**src/verilog/flash_cmd_pkg.sv**
```systemverilog
// Opcodes, lane widths, field positions and reset values for the command decoder
`default_nettype none
package flash_cmd_pkg;
   // Opcodes handled by the decoder
   localparam logic [7:0] reset_arm_cmd = 8'h66;
   localparam logic [7:0] soft_reset_cmd = 8'h99;
   localparam logic [7:0] enter_full_quad_cmd = 8'h38;
   localparam logic [7:0] leave_full_quad_cmd = 8'hff;
   localparam logic [7:0] write_latch_set_cmd = 8'h06;
   localparam logic [7:0] volatile_arm_cmd = 8'h50;
   localparam logic [7:0] write_latch_clear_cmd = 8'h04;
   localparam logic [7:0] status1_read_cmd = 8'h05;
   localparam logic [7:0] status2_read_cmd = 8'h09;
   localparam logic [7:0] status2_read_alt_cmd = 8'h35;
   localparam logic [7:0] status3_read_cmd = 8'h95;
   localparam logic [7:0] status3_read_alt_cmd = 8'h15;
   localparam logic [7:0] status_write_cmd = 8'h01;
   localparam logic [7:0] status2_write_cmd = 8'h31;
   localparam logic [7:0] status3_write_cmd = 8'hc0;
   localparam logic [7:0] status3_write_alt_cmd = 8'h11;
   localparam logic [7:0] sleep_cmd = 8'hb9;
   localparam logic [7:0] wake_and_part_code_cmd = 8'hab;
   localparam logic [7:0] maker_part_read_cmd = 8'h90;
   localparam logic [7:0] maker_part_dual_cmd = 8'h92;
   localparam logic [7:0] maker_part_quad_cmd = 8'h94;
   localparam logic [7:0] three_byte_identity_read_cmd = 8'h9f;
   localparam logic [7:0] param_read_cmd = 8'h5a;
   localparam logic [7:0] ext_addr_write_cmd = 8'hc5;
   localparam logic [7:0] ext_addr_read_cmd = 8'hc8;
   localparam logic [7:0] addr4_enter_cmd = 8'hb7;
   localparam logic [7:0] addr4_exit_cmd = 8'he9;
   // Byte positions in a frame, opcode is byte 0
   localparam logic [7:0] part_code_first_byte = 8'h04;
   localparam logic [7:0] selector_byte = 8'h03;
   localparam logic [7:0] maker_part_first_byte = 8'h04;
   localparam logic [7:0] param_first_byte = 8'h05;
   localparam logic [7:0] identity_last_byte = 8'h03;
   localparam logic [3:0] bits_per_byte = 4'h8;
   // Status field positions and reset values
   localparam int busy_bit = 0;
   localparam int wel_bit = 1;
   localparam int quad_lane_enable_bit = 1;
   localparam logic [7:0] sr1_write_mask = 8'hfc;
   localparam logic [7:0] sr1_reset = 8'h00;
   localparam logic [7:0] sr2_reset = 8'h00;
   localparam logic [7:0] sr3_reset = 8'h00;
   localparam logic [7:0] ext_addr_reset = 8'h00;
   // Lanes carrying one phase of a frame
   typedef enum logic [1:0] {lane_one, lane_two, lane_four} lane_e;
endpackage
`default_nettype wire

```
**src/verilog/spi_link_if.sv**
```systemverilog
// Synchronised link events shared by the pin front end and its users
`default_nettype none
interface spi_link_if;
   logic sclk_rise;
   logic sclk_fall;
   logic cs_active;
   logic cs_rise;
   logic [3:0] dq;
   modport front (output sclk_rise, output sclk_fall, output cs_active, output cs_rise,
      output dq);
   modport user (input sclk_rise, input sclk_fall, input cs_active, input cs_rise, input dq);
endinterface
`default_nettype wire

```
**src/verilog/flash_cmd_decoder.sv**
```systemverilog
// Control, status, identity and address-mode command decoder of a serial flash
`default_nettype none
module flash_cmd_decoder
   import flash_cmd_pkg::*;
#(
   // Identity values, arbitrary
   parameter logic [7:0] maker_code = 8'ha5,
   parameter logic [7:0] memory_type = 8'h3c,
   parameter logic [7:0] memory_capacity = 8'h21,
   parameter logic [7:0] part_code = 8'h42
) (
   // Clock and reset
   input wire logic ref_clk,
   input wire logic nrst,
   // Serial pins
   input wire logic sclk,
   input wire logic cs_n,
   input wire logic [3:0] dq_in,
   output logic [3:0] dq_out,
   output logic [3:0] dq_oe,
   // Continuation mode request from the array read logic
   input wire logic cont_mode_set,
   // Parameter table lookup
   output logic [23:0] param_addr,
   input wire logic [7:0] param_data,
   // Device state
   output logic quad_mode,
   output logic cont_mode,
   output logic addr4_mode,
   output logic sleeping,
   output logic [7:0] ext_addr,
   output logic [7:0] status1,
   output logic [7:0] status2,
   output logic [7:0] status3,
   output logic quad_lane_enable,
   output logic soft_reset_done
);
   import flash_cmd_pkg::*;

   spi_link_if link ();

   logic [7:0] opcode;
   logic [7:0] cnt;
   logic [7:0] data1;
   logic [7:0] data2;
   logic [7:0] data3;
   logic [7:0] nv1;
   logic [7:0] nv2;
   logic [7:0] nv3;
   logic reset_armed;
   logic volatile_armed;
   logic reply_pend;
   lane_e lane;
   logic byte_done;
   logic [7:0] rx_byte;
   logic whole_byte;
   logic reply_valid;
   logic [7:0] reply_byte;

   // Pin synchronisers and edge finding
   spi_pin_front front (
      .ref_clk(ref_clk),
      .nrst(nrst),
      .sclk(sclk),
      .cs_n(cs_n),
      .dq_in(dq_in),
      .link(link)
   );

   // Byte shifting in both directions
   spi_byte_shift shifter (
      .ref_clk(ref_clk),
      .nrst(nrst),
      .link(link),
      .lane(lane),
      .byte_done(byte_done),
      .rx_byte(rx_byte),
      .whole_byte(whole_byte),
      .load_valid(reply_valid),
      .load_byte(reply_byte),
      .dq_out(dq_out),
      .dq_oe(dq_oe)
   );

   // Opcode of the frame, including the byte just arrived
   wire [7:0] cur_op = (cnt == 8'h00) ? rx_byte : opcode;
   wire [7:0] next_cnt = (cnt == 8'hff) ? cnt : cnt + 8'h01;
   wire frame_end = link.cs_rise && (cnt != 8'h00);
   wire do_write = frame_end && whole_byte && !sleeping;

   // Phase lanes after the opcode: quad frames stay quad
   wire lane_e body_lane = quad_mode ? lane_four :
                           (rx_byte == maker_part_dual_cmd) ? lane_two :
                           (rx_byte == maker_part_quad_cmd) ? lane_four : lane_one;
   wire lane_e idle_lane = quad_mode ? lane_four : lane_one;

   // Reply selection by opcode and byte position
   wire op_sr1 = (opcode == status1_read_cmd);
   wire op_sr2 = (opcode == status2_read_cmd) || (opcode == status2_read_alt_cmd);
   wire op_sr3 = (opcode == status3_read_cmd) || (opcode == status3_read_alt_cmd);
   wire op_ext = (opcode == ext_addr_read_cmd);
   wire op_wake = (opcode == wake_and_part_code_cmd);
   wire op_mp = (opcode == maker_part_read_cmd) || (opcode == maker_part_dual_cmd) ||
                (opcode == maker_part_quad_cmd);
   wire op_id = (opcode == three_byte_identity_read_cmd);
   wire op_param = (opcode == param_read_cmd);
   wire mp_part = cnt[0] ^ data3[0];
   wire [7:0] id_byte = (cnt == 8'h01) ? maker_code :
                        (cnt == 8'h02) ? memory_type : memory_capacity;
   wire reply_ok = !sleeping && (op_sr1 || op_sr2 || op_sr3 || op_ext) ||
                   op_wake && (cnt >= part_code_first_byte) ||
                   !sleeping && op_mp && (cnt >= maker_part_first_byte) ||
                   !sleeping && op_id && (cnt <= identity_last_byte) ||
                   !sleeping && op_param && (cnt >= param_first_byte);
   assign reply_byte = op_sr1 ? status1 :
                           op_sr2 ? status2 :
                           op_sr3 ? status3 :
                           op_ext ? ext_addr :
                           op_wake ? part_code :
                           op_mp ? (mp_part ? part_code : maker_code) :
                           op_id ? id_byte :
                           param_data;
   assign reply_valid = reply_pend && reply_ok;

   // Status write results, WEL and BUSY are not writable
   wire [7:0] wr_sr1 = (data1 & sr1_write_mask) | (status1 & ~sr1_write_mask);
   wire nv_write = !volatile_armed;
   wire sr_write_ok = volatile_armed || status1[wel_bit];
   wire sw_reset = do_write && (opcode == soft_reset_cmd) && reset_armed;

   // Frame bookkeeping: opcode, byte count, captured data, lanes
   always_ff @(posedge ref_clk or negedge nrst) begin
      if (!nrst) begin
         opcode <= 8'h00;
         cnt <= 8'h00;
         data1 <= 8'h00;
         data2 <= 8'h00;
         data3 <= 8'h00;
         lane <= lane_one;
         reply_pend <= 1'b0;
      end else if (!link.cs_active) begin
         cnt <= 8'h00;
         reply_pend <= 1'b0;
         lane <= idle_lane;
      end else begin
         reply_pend <= byte_done; // Reply in the cycle after byte_done, once the count has moved
         if (byte_done) begin
            cnt <= next_cnt;
            if (cnt == 8'h00) begin
               opcode <= rx_byte;
               lane <= body_lane;
            end
            if (cnt == 8'h01) data1 <= rx_byte;
            if (cnt == 8'h02) data2 <= rx_byte;
            if (cnt == selector_byte) data3 <= rx_byte;
         end
      end
   end

   // Parameter address: three bytes MSB first, then one step per byte out
   always_ff @(posedge ref_clk or negedge nrst) begin
      if (!nrst) begin
         param_addr <= 24'h000000;
      end else if (byte_done && cur_op == param_read_cmd && cnt != 8'h00) begin
         if (cnt < 8'h04) begin
            param_addr <= {param_addr[15:0], rx_byte};
         end else if (cnt >= param_first_byte) begin
            param_addr <= param_addr + 24'h000001;
         end
      end
   end

   // Two-command sequences, judged at each instruction end
   always_ff @(posedge ref_clk or negedge nrst) begin
      if (!nrst) begin
         reset_armed <= 1'b0;
         volatile_armed <= 1'b0;
      end else if (frame_end) begin
         reset_armed <= do_write && (opcode == reset_arm_cmd);
         volatile_armed <= do_write && (opcode == volatile_arm_cmd);
      end
   end

   // Modes; a software reset drops every mode
   always_ff @(posedge ref_clk or negedge nrst) begin
      if (!nrst) begin
         quad_mode <= 1'b0;
         cont_mode <= 1'b0;
         addr4_mode <= 1'b0;
         sleeping <= 1'b0;
         ext_addr <= ext_addr_reset;
         soft_reset_done <= 1'b0;
      end else begin
         soft_reset_done <= sw_reset;
         if (cont_mode_set) cont_mode <= 1'b1;
         // Wake as soon as the opcode is seen, before the dummies
         if (byte_done && cnt == 8'h00 && rx_byte == wake_and_part_code_cmd) begin
            sleeping <= 1'b0;
         end
         if (sw_reset) begin
            quad_mode <= 1'b0;
            cont_mode <= 1'b0;
            addr4_mode <= 1'b0;
            sleeping <= 1'b0;
            ext_addr <= ext_addr_reset;
         end else if (do_write) begin
            case (opcode)
               enter_full_quad_cmd: quad_mode <= 1'b1;
               leave_full_quad_cmd: begin
                  quad_mode <= 1'b0;
                  cont_mode <= 1'b0;
               end
               sleep_cmd: sleeping <= 1'b1;
               addr4_enter_cmd: addr4_mode <= 1'b1;
               addr4_exit_cmd: addr4_mode <= 1'b0;
               ext_addr_write_cmd: if (cnt == 8'h02) ext_addr <= data1;
               default: ;
            endcase
         end
      end
   end

   // Status registers: working copy and the copy that survives a soft reset
   always_ff @(posedge ref_clk or negedge nrst) begin
      if (!nrst) begin
         status1 <= sr1_reset;
         status2 <= sr2_reset;
         status3 <= sr3_reset;
         nv1 <= sr1_reset;
         nv2 <= sr2_reset;
         nv3 <= sr3_reset;
      end else if (sw_reset) begin
         status1 <= nv1;
         status2 <= nv2;
         status3 <= nv3;
      end else if (do_write) begin
         case (opcode)
            write_latch_set_cmd: status1[wel_bit] <= 1'b1;
            write_latch_clear_cmd: status1[wel_bit] <= 1'b0;
            status_write_cmd: if (sr_write_ok && cnt >= 8'h02) begin
               // As many registers as bytes were supplied
               status1 <= wr_sr1;
               if (cnt >= 8'h03) status2 <= data2;
               if (cnt >= 8'h04) status3 <= data3;
               if (nv_write) begin
                  status1[wel_bit] <= 1'b0;
                  nv1 <= wr_sr1 & ~(8'h01 << wel_bit);
                  if (cnt >= 8'h03) nv2 <= data2;
                  if (cnt >= 8'h04) nv3 <= data3;
               end
            end
            status2_write_cmd: if (sr_write_ok && cnt == 8'h02) begin
               status2 <= data1;
               if (nv_write) begin
                  nv2 <= data1;
                  status1[wel_bit] <= 1'b0;
               end
            end
            status3_write_cmd, status3_write_alt_cmd: if (sr_write_ok && cnt == 8'h02) begin
               status3 <= data1;
               if (nv_write) begin
                  nv3 <= data1;
                  status1[wel_bit] <= 1'b0;
               end
            end
            default: ;
         endcase
      end
   end

   // Quad lane enable follows its status field
   always_ff @(posedge ref_clk or negedge nrst) begin
      if (!nrst) begin
         quad_lane_enable <= sr2_reset[quad_lane_enable_bit];
      end else begin
         quad_lane_enable <= status2[quad_lane_enable_bit];
      end
   end
endmodule // flash_cmd_decoder
`default_nettype wire

```
**src/verilog/spi_pin_front.sv**
```systemverilog
// Two-stage synchronisers and edge finding for the serial pins
`default_nettype none
module spi_pin_front (
   // Clock and reset
   input wire logic ref_clk,
   input wire logic nrst,
   // Raw pins
   input wire logic sclk,
   input wire logic cs_n,
   input wire logic [3:0] dq_in,
   // Events
   spi_link_if.front link
);
   logic [5:0] meta;
   logic [5:0] sync;
   logic sclk_old;
   logic cs_old;

   // Only the second stage is looked at by anything
   always_ff @(posedge ref_clk or negedge nrst) begin
      if (!nrst) begin
         meta <= 6'h3f;
         sync <= 6'h3f;
         sclk_old <= 1'b1;
         cs_old <= 1'b1;
      end else begin
         meta <= {dq_in, cs_n, sclk};
         sync <= meta;
         sclk_old <= sync[0];
         cs_old <= sync[1];
      end
   end

   // Edges of the sampled link clock and select
   assign link.sclk_rise = sync[0] & ~sclk_old;
   assign link.sclk_fall = ~sync[0] & sclk_old;
   assign link.cs_active = ~sync[1];
   assign link.cs_rise = sync[1] & ~cs_old;
   assign link.dq = sync[5:2];
endmodule // spi_pin_front
`default_nettype wire

```
**src/verilog/spi_byte_shift.sv**
```systemverilog
// Byte assembly on rising edges and byte output on falling edges, 1/2/4 lanes
`default_nettype none
module spi_byte_shift
   import flash_cmd_pkg::*;
(
   // Clock and reset
   input wire logic ref_clk,
   input wire logic nrst,
   // Link events
   spi_link_if.user link,
   // Lane width of the current phase
   input wire flash_cmd_pkg::lane_e lane,
   // Received bytes
   output logic byte_done,
   output logic [7:0] rx_byte,
   output logic whole_byte,
   // Byte to send next
   input wire logic load_valid,
   input wire logic [7:0] load_byte,
   // Pin drive
   output logic [3:0] dq_out,
   output logic [3:0] dq_oe
);
   import flash_cmd_pkg::*;

   logic [3:0] bit_cnt;
   logic [7:0] rx;
   logic [7:0] tx;
   logic [7:0] hold;
   logic hold_full;
   logic byte_start;

   // Bits moved per edge for a lane width
   function automatic logic [3:0] lane_bits(input lane_e l);
      case (l)
         lane_two: lane_bits = 4'h2;
         lane_four: lane_bits = 4'h4;
         default: lane_bits = 4'h1;
      endcase
   endfunction

   // Placement of the top bits of a byte on the pins, MSB first
   function automatic logic [3:0] place(input lane_e l, input logic [7:0] b);
      case (l)
         lane_two: place = {2'b00, b[7:6]};
         lane_four: place = b[7:4];
         default: place = {2'b00, b[7], 1'b0};
      endcase
   endfunction

   wire [3:0] step = lane_bits(lane);
   wire [3:0] next_cnt = bit_cnt + step;
   wire [7:0] next_rx = (lane == lane_four) ? {rx[3:0], link.dq} :
                        (lane == lane_two) ? {rx[5:0], link.dq[1:0]} :
                        {rx[6:0], link.dq[0]};
   wire [7:0] next_tx = tx << step;
   wire [3:0] lane_mask = (lane == lane_four) ? 4'hf : (lane == lane_two) ? 4'h3 : 4'h2;

   assign whole_byte = (bit_cnt == 4'h0);

   // Input side, MSB first on every rising link edge
   always_ff @(posedge ref_clk or negedge nrst) begin
      if (!nrst) begin
         bit_cnt <= 4'h0;
         rx <= 8'h00;
         rx_byte <= 8'h00;
         byte_done <= 1'b0;
      end else begin
         byte_done <= 1'b0;
         if (!link.cs_active) begin
            bit_cnt <= 4'h0;
         end else if (link.sclk_rise) begin
            rx <= next_rx;
            if (next_cnt == bits_per_byte) begin
               bit_cnt <= 4'h0;
               rx_byte <= next_rx;
               byte_done <= 1'b1;
            end else begin
               bit_cnt <= next_cnt;
            end
         end
      end
   end

   // Output side, a new byte starts on the first falling edge after a byte in
   always_ff @(posedge ref_clk or negedge nrst) begin
      if (!nrst) begin
         tx <= 8'h00;
         hold <= 8'h00;
         hold_full <= 1'b0;
         byte_start <= 1'b0;
         dq_out <= 4'h0;
         dq_oe <= 4'h0;
      end else if (!link.cs_active) begin
         hold_full <= 1'b0;
         byte_start <= 1'b0;
         dq_oe <= 4'h0;
      end else begin
         if (load_valid) begin
            hold <= load_byte;
            hold_full <= 1'b1;
         end
         if (byte_done) begin
            byte_start <= 1'b1;
         end else if (link.sclk_fall) begin
            byte_start <= 1'b0;
            if (byte_start && hold_full && !load_valid) begin
               tx <= hold;
               hold_full <= 1'b0;
               dq_out <= place(lane, hold);
               dq_oe <= lane_mask;
            end else if (byte_start) begin
               dq_oe <= 4'h0;
            end else begin
               tx <= next_tx;
               dq_out <= place(lane, next_tx);
            end
         end
      end
   end
endmodule // spi_byte_shift
`default_nettype wire

```
**config.mk**
```make
export PLATFORM = sky130hd
export DESIGN_NAME = flash_cmd_decoder
export DESIGN_NICKNAME = d
export VERILOG_FILES = /design/src/verilog/flash_cmd_pkg.sv /design/src/verilog/spi_link_if.sv /design/src/verilog/flash_cmd_decoder.sv /design/src/verilog/spi_pin_front.sv /design/src/verilog/spi_byte_shift.sv
export SDC_FILE = /design/constraint.sdc
export NUM_CORES = 1
export LEC_CHECK = 0
export ABC_CLOCK_PERIOD_IN_PS = 2900
export BUFFER_PORTS_ARGS = -buffer_cell sky130_fd_sc_hd__buf_4
export CAP_MARGIN = 30
export CORE_UTILIZATION = 54
export CTS_CLUSTER_SIZE = 10
export DETAILED_ROUTE_END_ITERATION = 10
export GPL_ROUTABILITY_DRIVEN = 0
export PLACE_DENSITY = 0.76
export SLEW_MARGIN = 20
export SYNTH_ARGS = -nofsm -noshare
export SYNTH_HDL_FRONTEND = slang
export SYNTH_HIERARCHICAL = 1
export SYNTH_SLANG_ARGS = --single-unit
```
**constraint.sdc**
```tcl
create_clock -name ref_clk -period 2.9 [get_ports ref_clk]
set_clock_uncertainty 0.15 [all_clocks]
set_input_delay 0.435 -clock ref_clk [delete_from_list [all_inputs] [get_ports ref_clk]]
set_output_delay 0.435 -clock ref_clk [all_outputs]
set_load 0.01 [all_outputs]
```
==> flow_metrics.env, run 1 <==
export IMPL_cts_buffer_depth=2
export IMPL_core_area_sq_um=18090
export IMPL_crit_type="register to register"
export IMPL_maxCapViolations=0
export IMPL_cp_data_arrival_time_ns=3.03
export IMPL_drc=10
export IMPL_avgSynthCellArea_sq_um=10.25
export IMPL_p_sw_mw=1.463
export IMPL_wl_um=27300
export IMPL_rr_startpoint="cnt[0]"
export IMPL_status="complete, but fails checks"
export IMPL_drive_above_1_share_pct=31.23
export IMPL_antenna_found_initial=0
export IMPL_crit_start="cnt[0]"
export IMPL_largest_register_ffs=24
export IMPL_grt_ovfl_total=0
export IMPL_combPwrFrac_pct=7.1
export IMPL_nets=1141
export IMPL_drt_vias_per_instance=6.197
export IMPL_regMostFlops="param_addr"
export IMPL_die_area_sq_um=19170
export IMPL_clk_pin_slew_ns=0.07
export IMPL_grt_pass1_wl_um=43080
export IMPL_seqPwrFrac_pct=50.4
export IMPL_final_area_sq_um=12140
export IMPL_async_flop_share_pct=100.0
export IMPL_ctsHtreeMaxLevel=4
export IMPL_insertion_delay_ns=0.44
export IMPL_portBuffers=86
export IMPL_cp_max_fo=5
export IMPL_required_ns=3.08
export IMPL_rsz0062_at_grt="true"
export IMPL_sw_frac_of_total_pct=26.32
export IMPL_place_area_sq_um=11270
export IMPL_drt_pass1_iterations=8
export IMPL_synth_edff_count=0
export IMPL_area_delta_synth_final_pct=20.68
export IMPL_setup_ws_ns=0.04600
export IMPL_cts_root_buf="clkbuf_16"
export IMPL_syn_num_nets=1011
export IMPL_cellPowerDensity_nw_per_um2=458.0
export IMPL_hpwlAfterDp_um=18690
export IMPL_tightest_slew_ns=0.6532
export IMPL_cts_tree="built"
export IMPL_setup_violations=0
export IMPL_end_kind="register"
export IMPL_die_w_um=138.5
export IMPL_first_global_vias=7973
export IMPL_final_cell_mix="171 x dfrtp_1, 157 x buf_4, 91 x mux2_2"
export IMPL_fin_total_pwr_mw=5.558
export IMPL_drv_slew=0
export IMPL_yosysSeqAreaShare_pct=47.20
export IMPL_ys_ff_latch=189
export IMPL_numClockSinks=189
export IMPL_cts_made_buffers=17
export IMPL_start_kind="register"
export IMPL_avgRoutedWirePerCell_um=20.18
export IMPL_hold_violations=0
export IMPL_die_y_um=138.5
export IMPL_grt_max_degree=63
export IMPL_drt_iter0_drc=677
export IMPL_leakagePower_nw=5.641
export IMPL_violations="DRC"
export IMPL_vias=8385
export IMPL_ys_flop_type="dfrtp_1"
export IMPL_timing_final_crit_period_ns=2.854
export IMPL_relSlewSlack_pct=56.45
export IMPL_initial_core_util_pct=55.61
export IMPL_fmax_mhz=350.4
export IMPL_clock_power_share_pct=42.5
export IMPL_dp_worst_setup_slack_ns=-0.1097
export IMPL_syn_area_sq_um=10060
export IMPL_gr_usage_all_layers_pct=28.70
export IMPL_synth_warnings=6
export IMPL_diodes=0
export IMPL_mostFrequentLayoutCell="dfrtp_1"
export IMPL_rows=49
export IMPL_p_int_mw=4.095
export IMPL_synthCells=981
export IMPL_final_period_utilization_pct=98.41
export IMPL_min_from="cont_mode_set"
export IMPL_yosys_cell_types_count=87
export IMPL_ant_nets=0
export IMPL_io_pin_count=87
export IMPL_peakVddDrop_mv=0.3856
export IMPL_hp_class="input pin to register"
-- cells in the mapped netlist (8+ instances only) --
cell        n  area (sq um)
dfrtp_1   175          4379
mux2_2     91          1025
nand2_1    88         330.3
o21ai_0    76         380.4
nor2_1     72         270.3
a21oi_1    64         320.3
mux2i_1    39         390.4
clkbuf_1   30         112.6
nand3_1    24         120.1
inv_1      19         71.32
nor2b_1    17         106.4
nor3_1     17         85.08
buf_2      14         70.07
dfstp_2    14         367.9
and2_1     13         81.33
nand2b_1   13         81.33
ha_1       12         150.1
o22ai_1    12         75.07
and3_1      9         56.30
buf_4       9         67.56
nand4_1     8         50.05
-- worst max-delay path: stages, from the launching register on --
cell and delay [ns]:
dfrtp_1 0.43, ha_1 0.26, nor2b_4 0.13, nand3b_1 0.10, a221o_1 0.34, o21ai_2 0.08, a21oi_1 0.08, o21a_2 0.25
nand3b_1 0.25, a221oi_4 0.30, nor4b_2 0.10, a211o_1 0.28
-- repair_timing --
action                     in CTS  in global routing
hold endpoints to repair       60                  0
pin swaps                       2                  4
setup endpoints to repair      17                 36
hold buffers                    7                  0
gates resized for setup         5                 28
gates cloned                    0                  1
setup buffers                   3                  3
-- metrics by stage --
stage	hold WS (ns)	utilization (%)	std cells	setup TNS (ns)
2_1_floorplan	-0.01059	-	981	0
3_3_place_gp	0.1954	62.30	1307	0
3_5_place_dp	0.1972	62.30	1307	-0.5520
4_1_cts	0.06619	66.23	1349	0
5_1_grt	0.07072	67.10	1353	-0.2582
6_report	0.06947	67.10	1353	0
-- power by group through the flow --
stage	combinational [mW]	clock [mW]	sequential (mW)
global route	0.439	2.49	2.81
floorplan	0.216	0	2.82
detailed placement	0.358	0	2.84
global placement	0.347	0	2.84
CTS	0.372	2.38	2.80
finish	0.396	2.36	2.80
-- worst paths after layout --
check | end | slack, ns | cells after the start
worst max-delay path | shifter/dq_out[0] | 0.05 | 11
worst min-delay path | cont_mode | 0.07 | 3
worst min register to register | front/sync[0] | 0.21 | 0
max in group asynchronous | front/cs_old | 1.43 | 3
worst max register to register | shifter/dq_out[0] | 0.05 | 11
min in group asynchronous | nv2[6] | 0.41 | 2
-- cells by family (layout without fill, tap and decap cells) --
| family | after synthesis | after routing | synth area share, % |
|---|---|---|---|
| adder cells (fa/ha/maj) | 13 | 13 | 1.692 |
| buffers and inverters | 79 | 221 | 3.658 |
| XOR/XNOR | 8 | 8 | 0.6966 |
| AO/OA/AOI/OAI | 243 | 243 | 15.30 |
| multiplexers | 132 | 132 | 14.52 |
| flip-flops | 189 | 189 | 47.20 |
| AND/OR/NAND/NOR | 317 | 318 | 16.93 |
-- per-layer routing --
metal  GRT usage, %  share of wire (%)  vias up
met5              0                  0        -
met4          9.107                1.8        0
met3          5.300                7.0       45
met2          45.18                 47      366
met1          40.31                 44     4129
li1               -                  -     3845
-- area by class of cell --
type	count	area, sq um
well taps	229	286.5
repair buffers	168	1314
clock buffers	19	452.9
fillers	1385	5949
clock inverters	13	140.1
flip-flops and latches	189	4752
multi-input cells	714	5112
inverters	21	78.83
(Power assumes the default switching activity.)
==> run 2, diff against run 1 <==
--- a/config.mk
+++ b/config.mk
@@ -12,7 +12,7 @@
 export CTS_CLUSTER_SIZE = 10
 export DETAILED_ROUTE_END_ITERATION = 10
 export GPL_ROUTABILITY_DRIVEN = 0
-export PLACE_DENSITY = 0.76
+export PLACE_DENSITY = 0.8
 export SLEW_MARGIN = 20
 export SYNTH_ARGS = -nofsm -noshare
 export SYNTH_HDL_FRONTEND = slang
==> run 2 against run 1 <==
The run ends with DRC, setup timing left. Final cell count barely moved. First-iteration DRC count rose by 5.5%. Non-clock buffer count rose by 1. Worst setup slack got worse by 0.056 ns. Sequential power barely moved. Register-to-register slack got worse by 0.06 ns. Maximum frequency fell by 1.9%. Routed wire length fell by 0.90%. Die area did not move. Highest routed layer unchanged.
==> flow_metrics.env, run 2 (synthesis results as in run 1) <==
export IMPL_avgRoutedWirePerCell_um=19.98
export IMPL_multiInputGateArea_sq_um=5087
export IMPL_diodes=0
export IMPL_grt_busiest_layer="met2"
export IMPL_cts_root_buf="clkbuf_16"
export IMPL_final_cell_mix="172 x dfrtp_1, 154 x buf_4, 91 x mux2_2"
export IMPL_place_area_sq_um=11250
export IMPL_maxCapViolations=0
export IMPL_die_y_um=138.5
export IMPL_cts_tree="built"
export IMPL_clk_pin_slew_ns=0.07
export IMPL_wl_um=27050
export IMPL_required_ns=3.12
export IMPL_nets=1142
export IMPL_hpwlAfterDp_um=18470
export IMPL_largest_register_ffs=24
export IMPL_end_kind="register"
export IMPL_die_area_sq_um=19170
export IMPL_grt_pass1_wl_um=42160
export IMPL_drive_above_1_share_pct=31.11
export IMPL_regMostFlops="param_addr"
export IMPL_use_met2_pct=45.12
export IMPL_grt_max_degree=74
export IMPL_seq_area_sq_um=4751
export IMPL_fmax_mhz=343.6
export IMPL_leakagePower_nw=5.646
export IMPL_relSlewSlack_pct=58.46
export IMPL_area_delta_synth_final_pct=20.89
export IMPL_cts_buffer_depth=2
export IMPL_cellPowerDensity_nw_per_um2=459.5
export IMPL_timing_final_crit_period_ns=2.910
export IMPL_cts_made_buffers=17
export IMPL_drc=13
export IMPL_core_area_sq_um=18090
export IMPL_gr_usage_all_layers_pct=27.99
export IMPL_grt_use_met3_pct=4.953
export IMPL_vias=8441
export IMPL_dp_worst_setup_slack_ns=-0.01790
export IMPL_cp_data_arrival_time_ns=3.13
export IMPL_final_period_utilization_pct=100.3
export IMPL_first_global_vias=8004
export IMPL_violations="DRC, setup timing"
export IMPL_status="complete, but fails checks"
export IMPL_final_area_sq_um=12160
export IMPL_drt_pass1_iterations=8
export IMPL_antenna_found_initial=0
export IMPL_grt_ovfl_total=0
export IMPL_rsz0062_at_grt="true"
export IMPL_setup_ws_ns=-0.01001
export IMPL_tns_ns=-0.01001
export IMPL_dp_cells=1303
export IMPL_rows=49
export IMPL_mostFrequentLayoutCell="dfrtp_1"
export IMPL_cp_max_fo=11
export IMPL_insertion_delay_ns=0.44
export IMPL_ant_nets=0
export IMPL_peakVddDrop_mv=0.4069
export IMPL_start_kind="register"
export IMPL_tightest_slew_ns=0.6232
export IMPL_initial_core_util_pct=55.61
export IMPL_drv_slew=0
export IMPL_numClockSinks=189
export IMPL_ctsHtreeMaxLevel=4
export IMPL_hold_violations=0
export IMPL_fillers=1337
export IMPL_drt_vias_per_instance=6.234
export IMPL_portBuffers=86
export IMPL_die_w_um=138.5
export IMPL_drt_iter0_drc=714
export IMPL_fin_total_pwr_mw=5.586
export IMPL_io_pin_count=87
export IMPL_hp_class="input pin to register"
export IMPL_finalNonFillerCells=1354
export IMPL_use_met1_pct=38.00
export IMPL_crit_type="register to register"
export IMPL_setup_violations=1
run 2: changes by cell type in the layout (fill, tap and decap cells not counted), moves of 2 or more:
cell / previous run / this run
nor4_2: 2 / 5
nor4_1: 7 / 5
buf_6: 1 / 3
buf_4: 157 / 154
run 2: routing by layer:
layer	routed length [um]	part of all wire, %
met1	11570	43
met2	13020	48
met3	1750	6.5
met4	712	2.6
met5	0	0
run 2: critical path: stages, from the launching register on:
cell and delay, ns:
dfrtp_1 0.43, or4_4 0.59, nor3_4 0.16, buf_6 0.18
nor4_1 0.07, o21a_2 0.25, nand2b_4 0.16, a21o_1 0.25
buf_4 0.17, nor4_2 0.30, a211o_1 0.14
run 2: timing repair:
action                                  CTS  global route
gates resized for setup                   3            28
setup buffers                             2             8
endpoints found under the setup margin   10            25
pin swaps                                 0             9
gates cloned                              0             1
endpoints found under the hold margin    72             0
hold buffers                              7             0
run 2: layout make-up:
class,instances,share of cell area [%]
well taps,229,2.357
clock buffers,18,3.612
repair buffers,169,11.09
clock inverters,14,1.369
flip-flops and latches,189,39.08
multi-input cells,714,41.84
inverters,21,0.6483
run 2: power breakdown:
part           internal (mW)  total (mW)  switching, mW
clock network           1.26        2.40           1.14
logic                  0.176       0.384          0.208
registers               2.72        2.80         0.0820
run 2: worst paths after layout:
path / cells after the start / slack (ns) / start / end
setup / recovery: 10 / -0.01 / cnt[7] / shifter/dq_out[0]
hold / removal: 3 / 0.07 / cont_mode_set / cont_mode
setup reg to reg: 10 / -0.01 / cnt[7] / shifter/dq_out[0]
hold reg to reg: 0 / 0.21 / front/meta[4] / front/sync[4]
max in group asynchronous: 3 / 1.48 / nrst / nv1[0]
min in group asynchronous: 2 / 0.44 / nrst / shifter/tx[1]
run 2: stage by stage:
step                      util (%)  hold WS [ns]
after floorplan                  -      -0.01059
after global placement       62.20        0.1972
after detailed placement     62.20        0.1970
after CTS                    66.07       0.07293
after global routing         67.22       0.09073
final                        67.22       0.07388
==> run 3, diff against run 2 <==
--- a/config.mk
+++ b/config.mk
@@ -12,7 +12,9 @@
 export CTS_CLUSTER_SIZE = 10
 export DETAILED_ROUTE_END_ITERATION = 10
 export GPL_ROUTABILITY_DRIVEN = 0
+export GPL_TIMING_DRIVEN = 0
 export PLACE_DENSITY = 0.8
+export REMOVE_ABC_BUFFERS = 1
 export SLEW_MARGIN = 20
 export SYNTH_ARGS = -nofsm -noshare
 export SYNTH_HDL_FRONTEND = slang
==> run 3 against run 2 <==
The flow finishes with violations (DRC). Clock power fell by 5%. Worst setup slack improved by 0.034 ns. Register-to-register slack improved by 0.03 ns. Largest cell class unchanged. Largest power group unchanged.
==> flow_metrics.env, run 3 (synthesis results as in run 1) <==
export IMPL_area_delta_synth_final_pct=19.36
export IMPL_numClockSinks=189
export IMPL_core_area_sq_um=18090
export IMPL_status="complete, but fails checks"
export IMPL_drc=18
export IMPL_grt_pass1_wl_um=41420
export IMPL_insertion_delay_ns=0.44
export IMPL_combPwrFrac_pct=6.9
export IMPL_setup_violations=0
export IMPL_mostFrequentLayoutCell="dfrtp_1"
export IMPL_dp_worst_setup_slack_ns=-0.9702
export IMPL_rows=49
export IMPL_cp_max_fo=6
export IMPL_clock_power_share_pct=41.8
export IMPL_grt_max_degree=100
export IMPL_start_kind="register"
export IMPL_hold_violations=0
export IMPL_cts_root_buf="clkbuf_16"
export IMPL_final_period_utilization_pct=99.18
export IMPL_initial_core_util_pct=55.61
export IMPL_first_global_vias=7920
export IMPL_wl_um=25890
export IMPL_ctsHtreeMaxLevel=4
export IMPL_cp_data_arrival_time_ns=3.04
export IMPL_grt_ovfl_total=0
export IMPL_regMostFlops="param_addr"
export IMPL_diodes=0
export IMPL_crit_type="register to register"
export IMPL_antenna_found_initial=0
export IMPL_relSlewSlack_pct=49.85
export IMPL_nets=1107
export IMPL_hpwlAfterDp_um=17100
export IMPL_rsz0062_at_grt="true"
export IMPL_setup_ws_ns=0.02369
export IMPL_drt_iter0_drc=712
export IMPL_clk_pin_slew_ns=0.07
export IMPL_cts_made_buffers=17
export IMPL_fmax_mhz=347.7
export IMPL_largest_register_ffs=24
export IMPL_violations="DRC"
export IMPL_avgRoutedWirePerCell_um=19.63
export IMPL_hp_class="input pin to register"
export IMPL_final_cell_mix="162 x dfrtp_1, 116 x buf_4, 91 x mux2_2"
export IMPL_die_area_sq_um=19170
export IMPL_min_path_cells=3
export IMPL_p_int_mw=4.041
export IMPL_die_y_um=138.5
export IMPL_leakagePower_nw=5.481
export IMPL_required_ns=3.07
export IMPL_cellPowerDensity_nw_per_um2=453.6
export IMPL_die_w_um=138.5
export IMPL_fin_total_pwr_mw=5.445
export IMPL_p_sw_mw=1.403
export IMPL_vias=8266
export IMPL_gr_usage_all_layers_pct=27.32
export IMPL_drt_pass1_iterations=8
export IMPL_cts_tree="built"
export IMPL_drive_above_1_share_pct=30.92
export IMPL_seqPwrFrac_pct=51.3
export IMPL_tightest_slew_ns=0.7461
export IMPL_ant_nets=0
export IMPL_tns_ns=0
export IMPL_r2r_cells=11
export IMPL_maxCapViolations=0
export IMPL_end_kind="register"
export IMPL_drt_vias_per_instance=6.267
export IMPL_portBuffers=86
export IMPL_drv_slew=0
export IMPL_peakVddDrop_mv=0.3646
export IMPL_fillers=1332
export IMPL_sw_frac_of_total_pct=25.78
export IMPL_timing_final_crit_period_ns=2.876
export IMPL_cts_buffer_depth=2
export IMPL_io_pin_count=87
-- run 3: worst paths after layout --
kind	from	end	slack, ns
max	cnt[6]	shifter/dq_out[0]	0.02
min	cont_mode_set	cont_mode	0.07
max reg2reg	cnt[6]	shifter/dq_out[0]	0.02
min reg2reg	front/meta[3]	front/sync[3]	0.20
max in group asynchronous	nrst	cnt[0]	1.21
min in group asynchronous	nrst	status1[4]	0.44
-- run 3: final cells by class --
cell class | count | area (sq um) | area share, %
clock buffers | 18 | 429.2 | 3.575
clock inverters | 14 | 153.9 | 1.282
inverters | 21 | 78.83 | 0.6567
multi-input cells | 714 | 5189 | 43.23
flip-flops and latches | 189 | 4763 | 39.68
well taps | 229 | 286.5 | 2.387
repair buffers | 134 | 1104 | 9.193
-- run 3: worst max-delay path, stage by stage, from the launching register on --
cell	delay, ns
dfrtp_2	0.45
nor4_4	0.28
buf_4	0.17
nand3b_1	0.11
a221o_1	0.34
o21ai_2	0.07
a21oi_1	0.08
o21a_2	0.25
nand3b_1	0.21
a221oi_2	0.27
nor4b_1	0.09
a211o_1	0.28
-- run 3: power groups by stage --
stage	Combinational [mW]	Clock, mW	Sequential (mW)
after floorplan	0.207	0	2.82
after global placement	0.319	0	2.84
after detailed placement	0.336	0	2.84
after CTS	0.357	2.30	2.79
after global routing	0.422	2.41	2.80
final	0.378	2.27	2.79
-- run 3: timing repair --
action,CTS,global route
pin swaps,6,8
buffers inserted,20,15
gates cloned,1,0
hold buffers,7,0
gates resized for setup,38,28
setup endpoints to repair,94,51
hold endpoints to repair,82,0
-- run 3: routing by layer --
layer  vias to the layer above  part of all wire (%)  global-route usage (%)
li1                       3780                     -                       -
met1                      4085                    43                   37.08
met2                       333                    47                   43.20
met3                        68                   7.3                   6.477
met4                         0                   2.3                   9.166
met5                         -                     0                       0
-- run 3: per-stage QoR --
stage	instance area [sq um]	util [%]	hold WS, ns	cells
3_3_place_gp	10700	59.16	0.1962	1238
6_report	12000	66.37	0.07108	1319
5_1_grt	12000	66.37	0.07352	1319
2_1_floorplan	9768	-	-0.01059	923
4_1_cts	11770	65.05	0.05644	1303
3_5_place_dp	10810	59.76	0.1973	1243
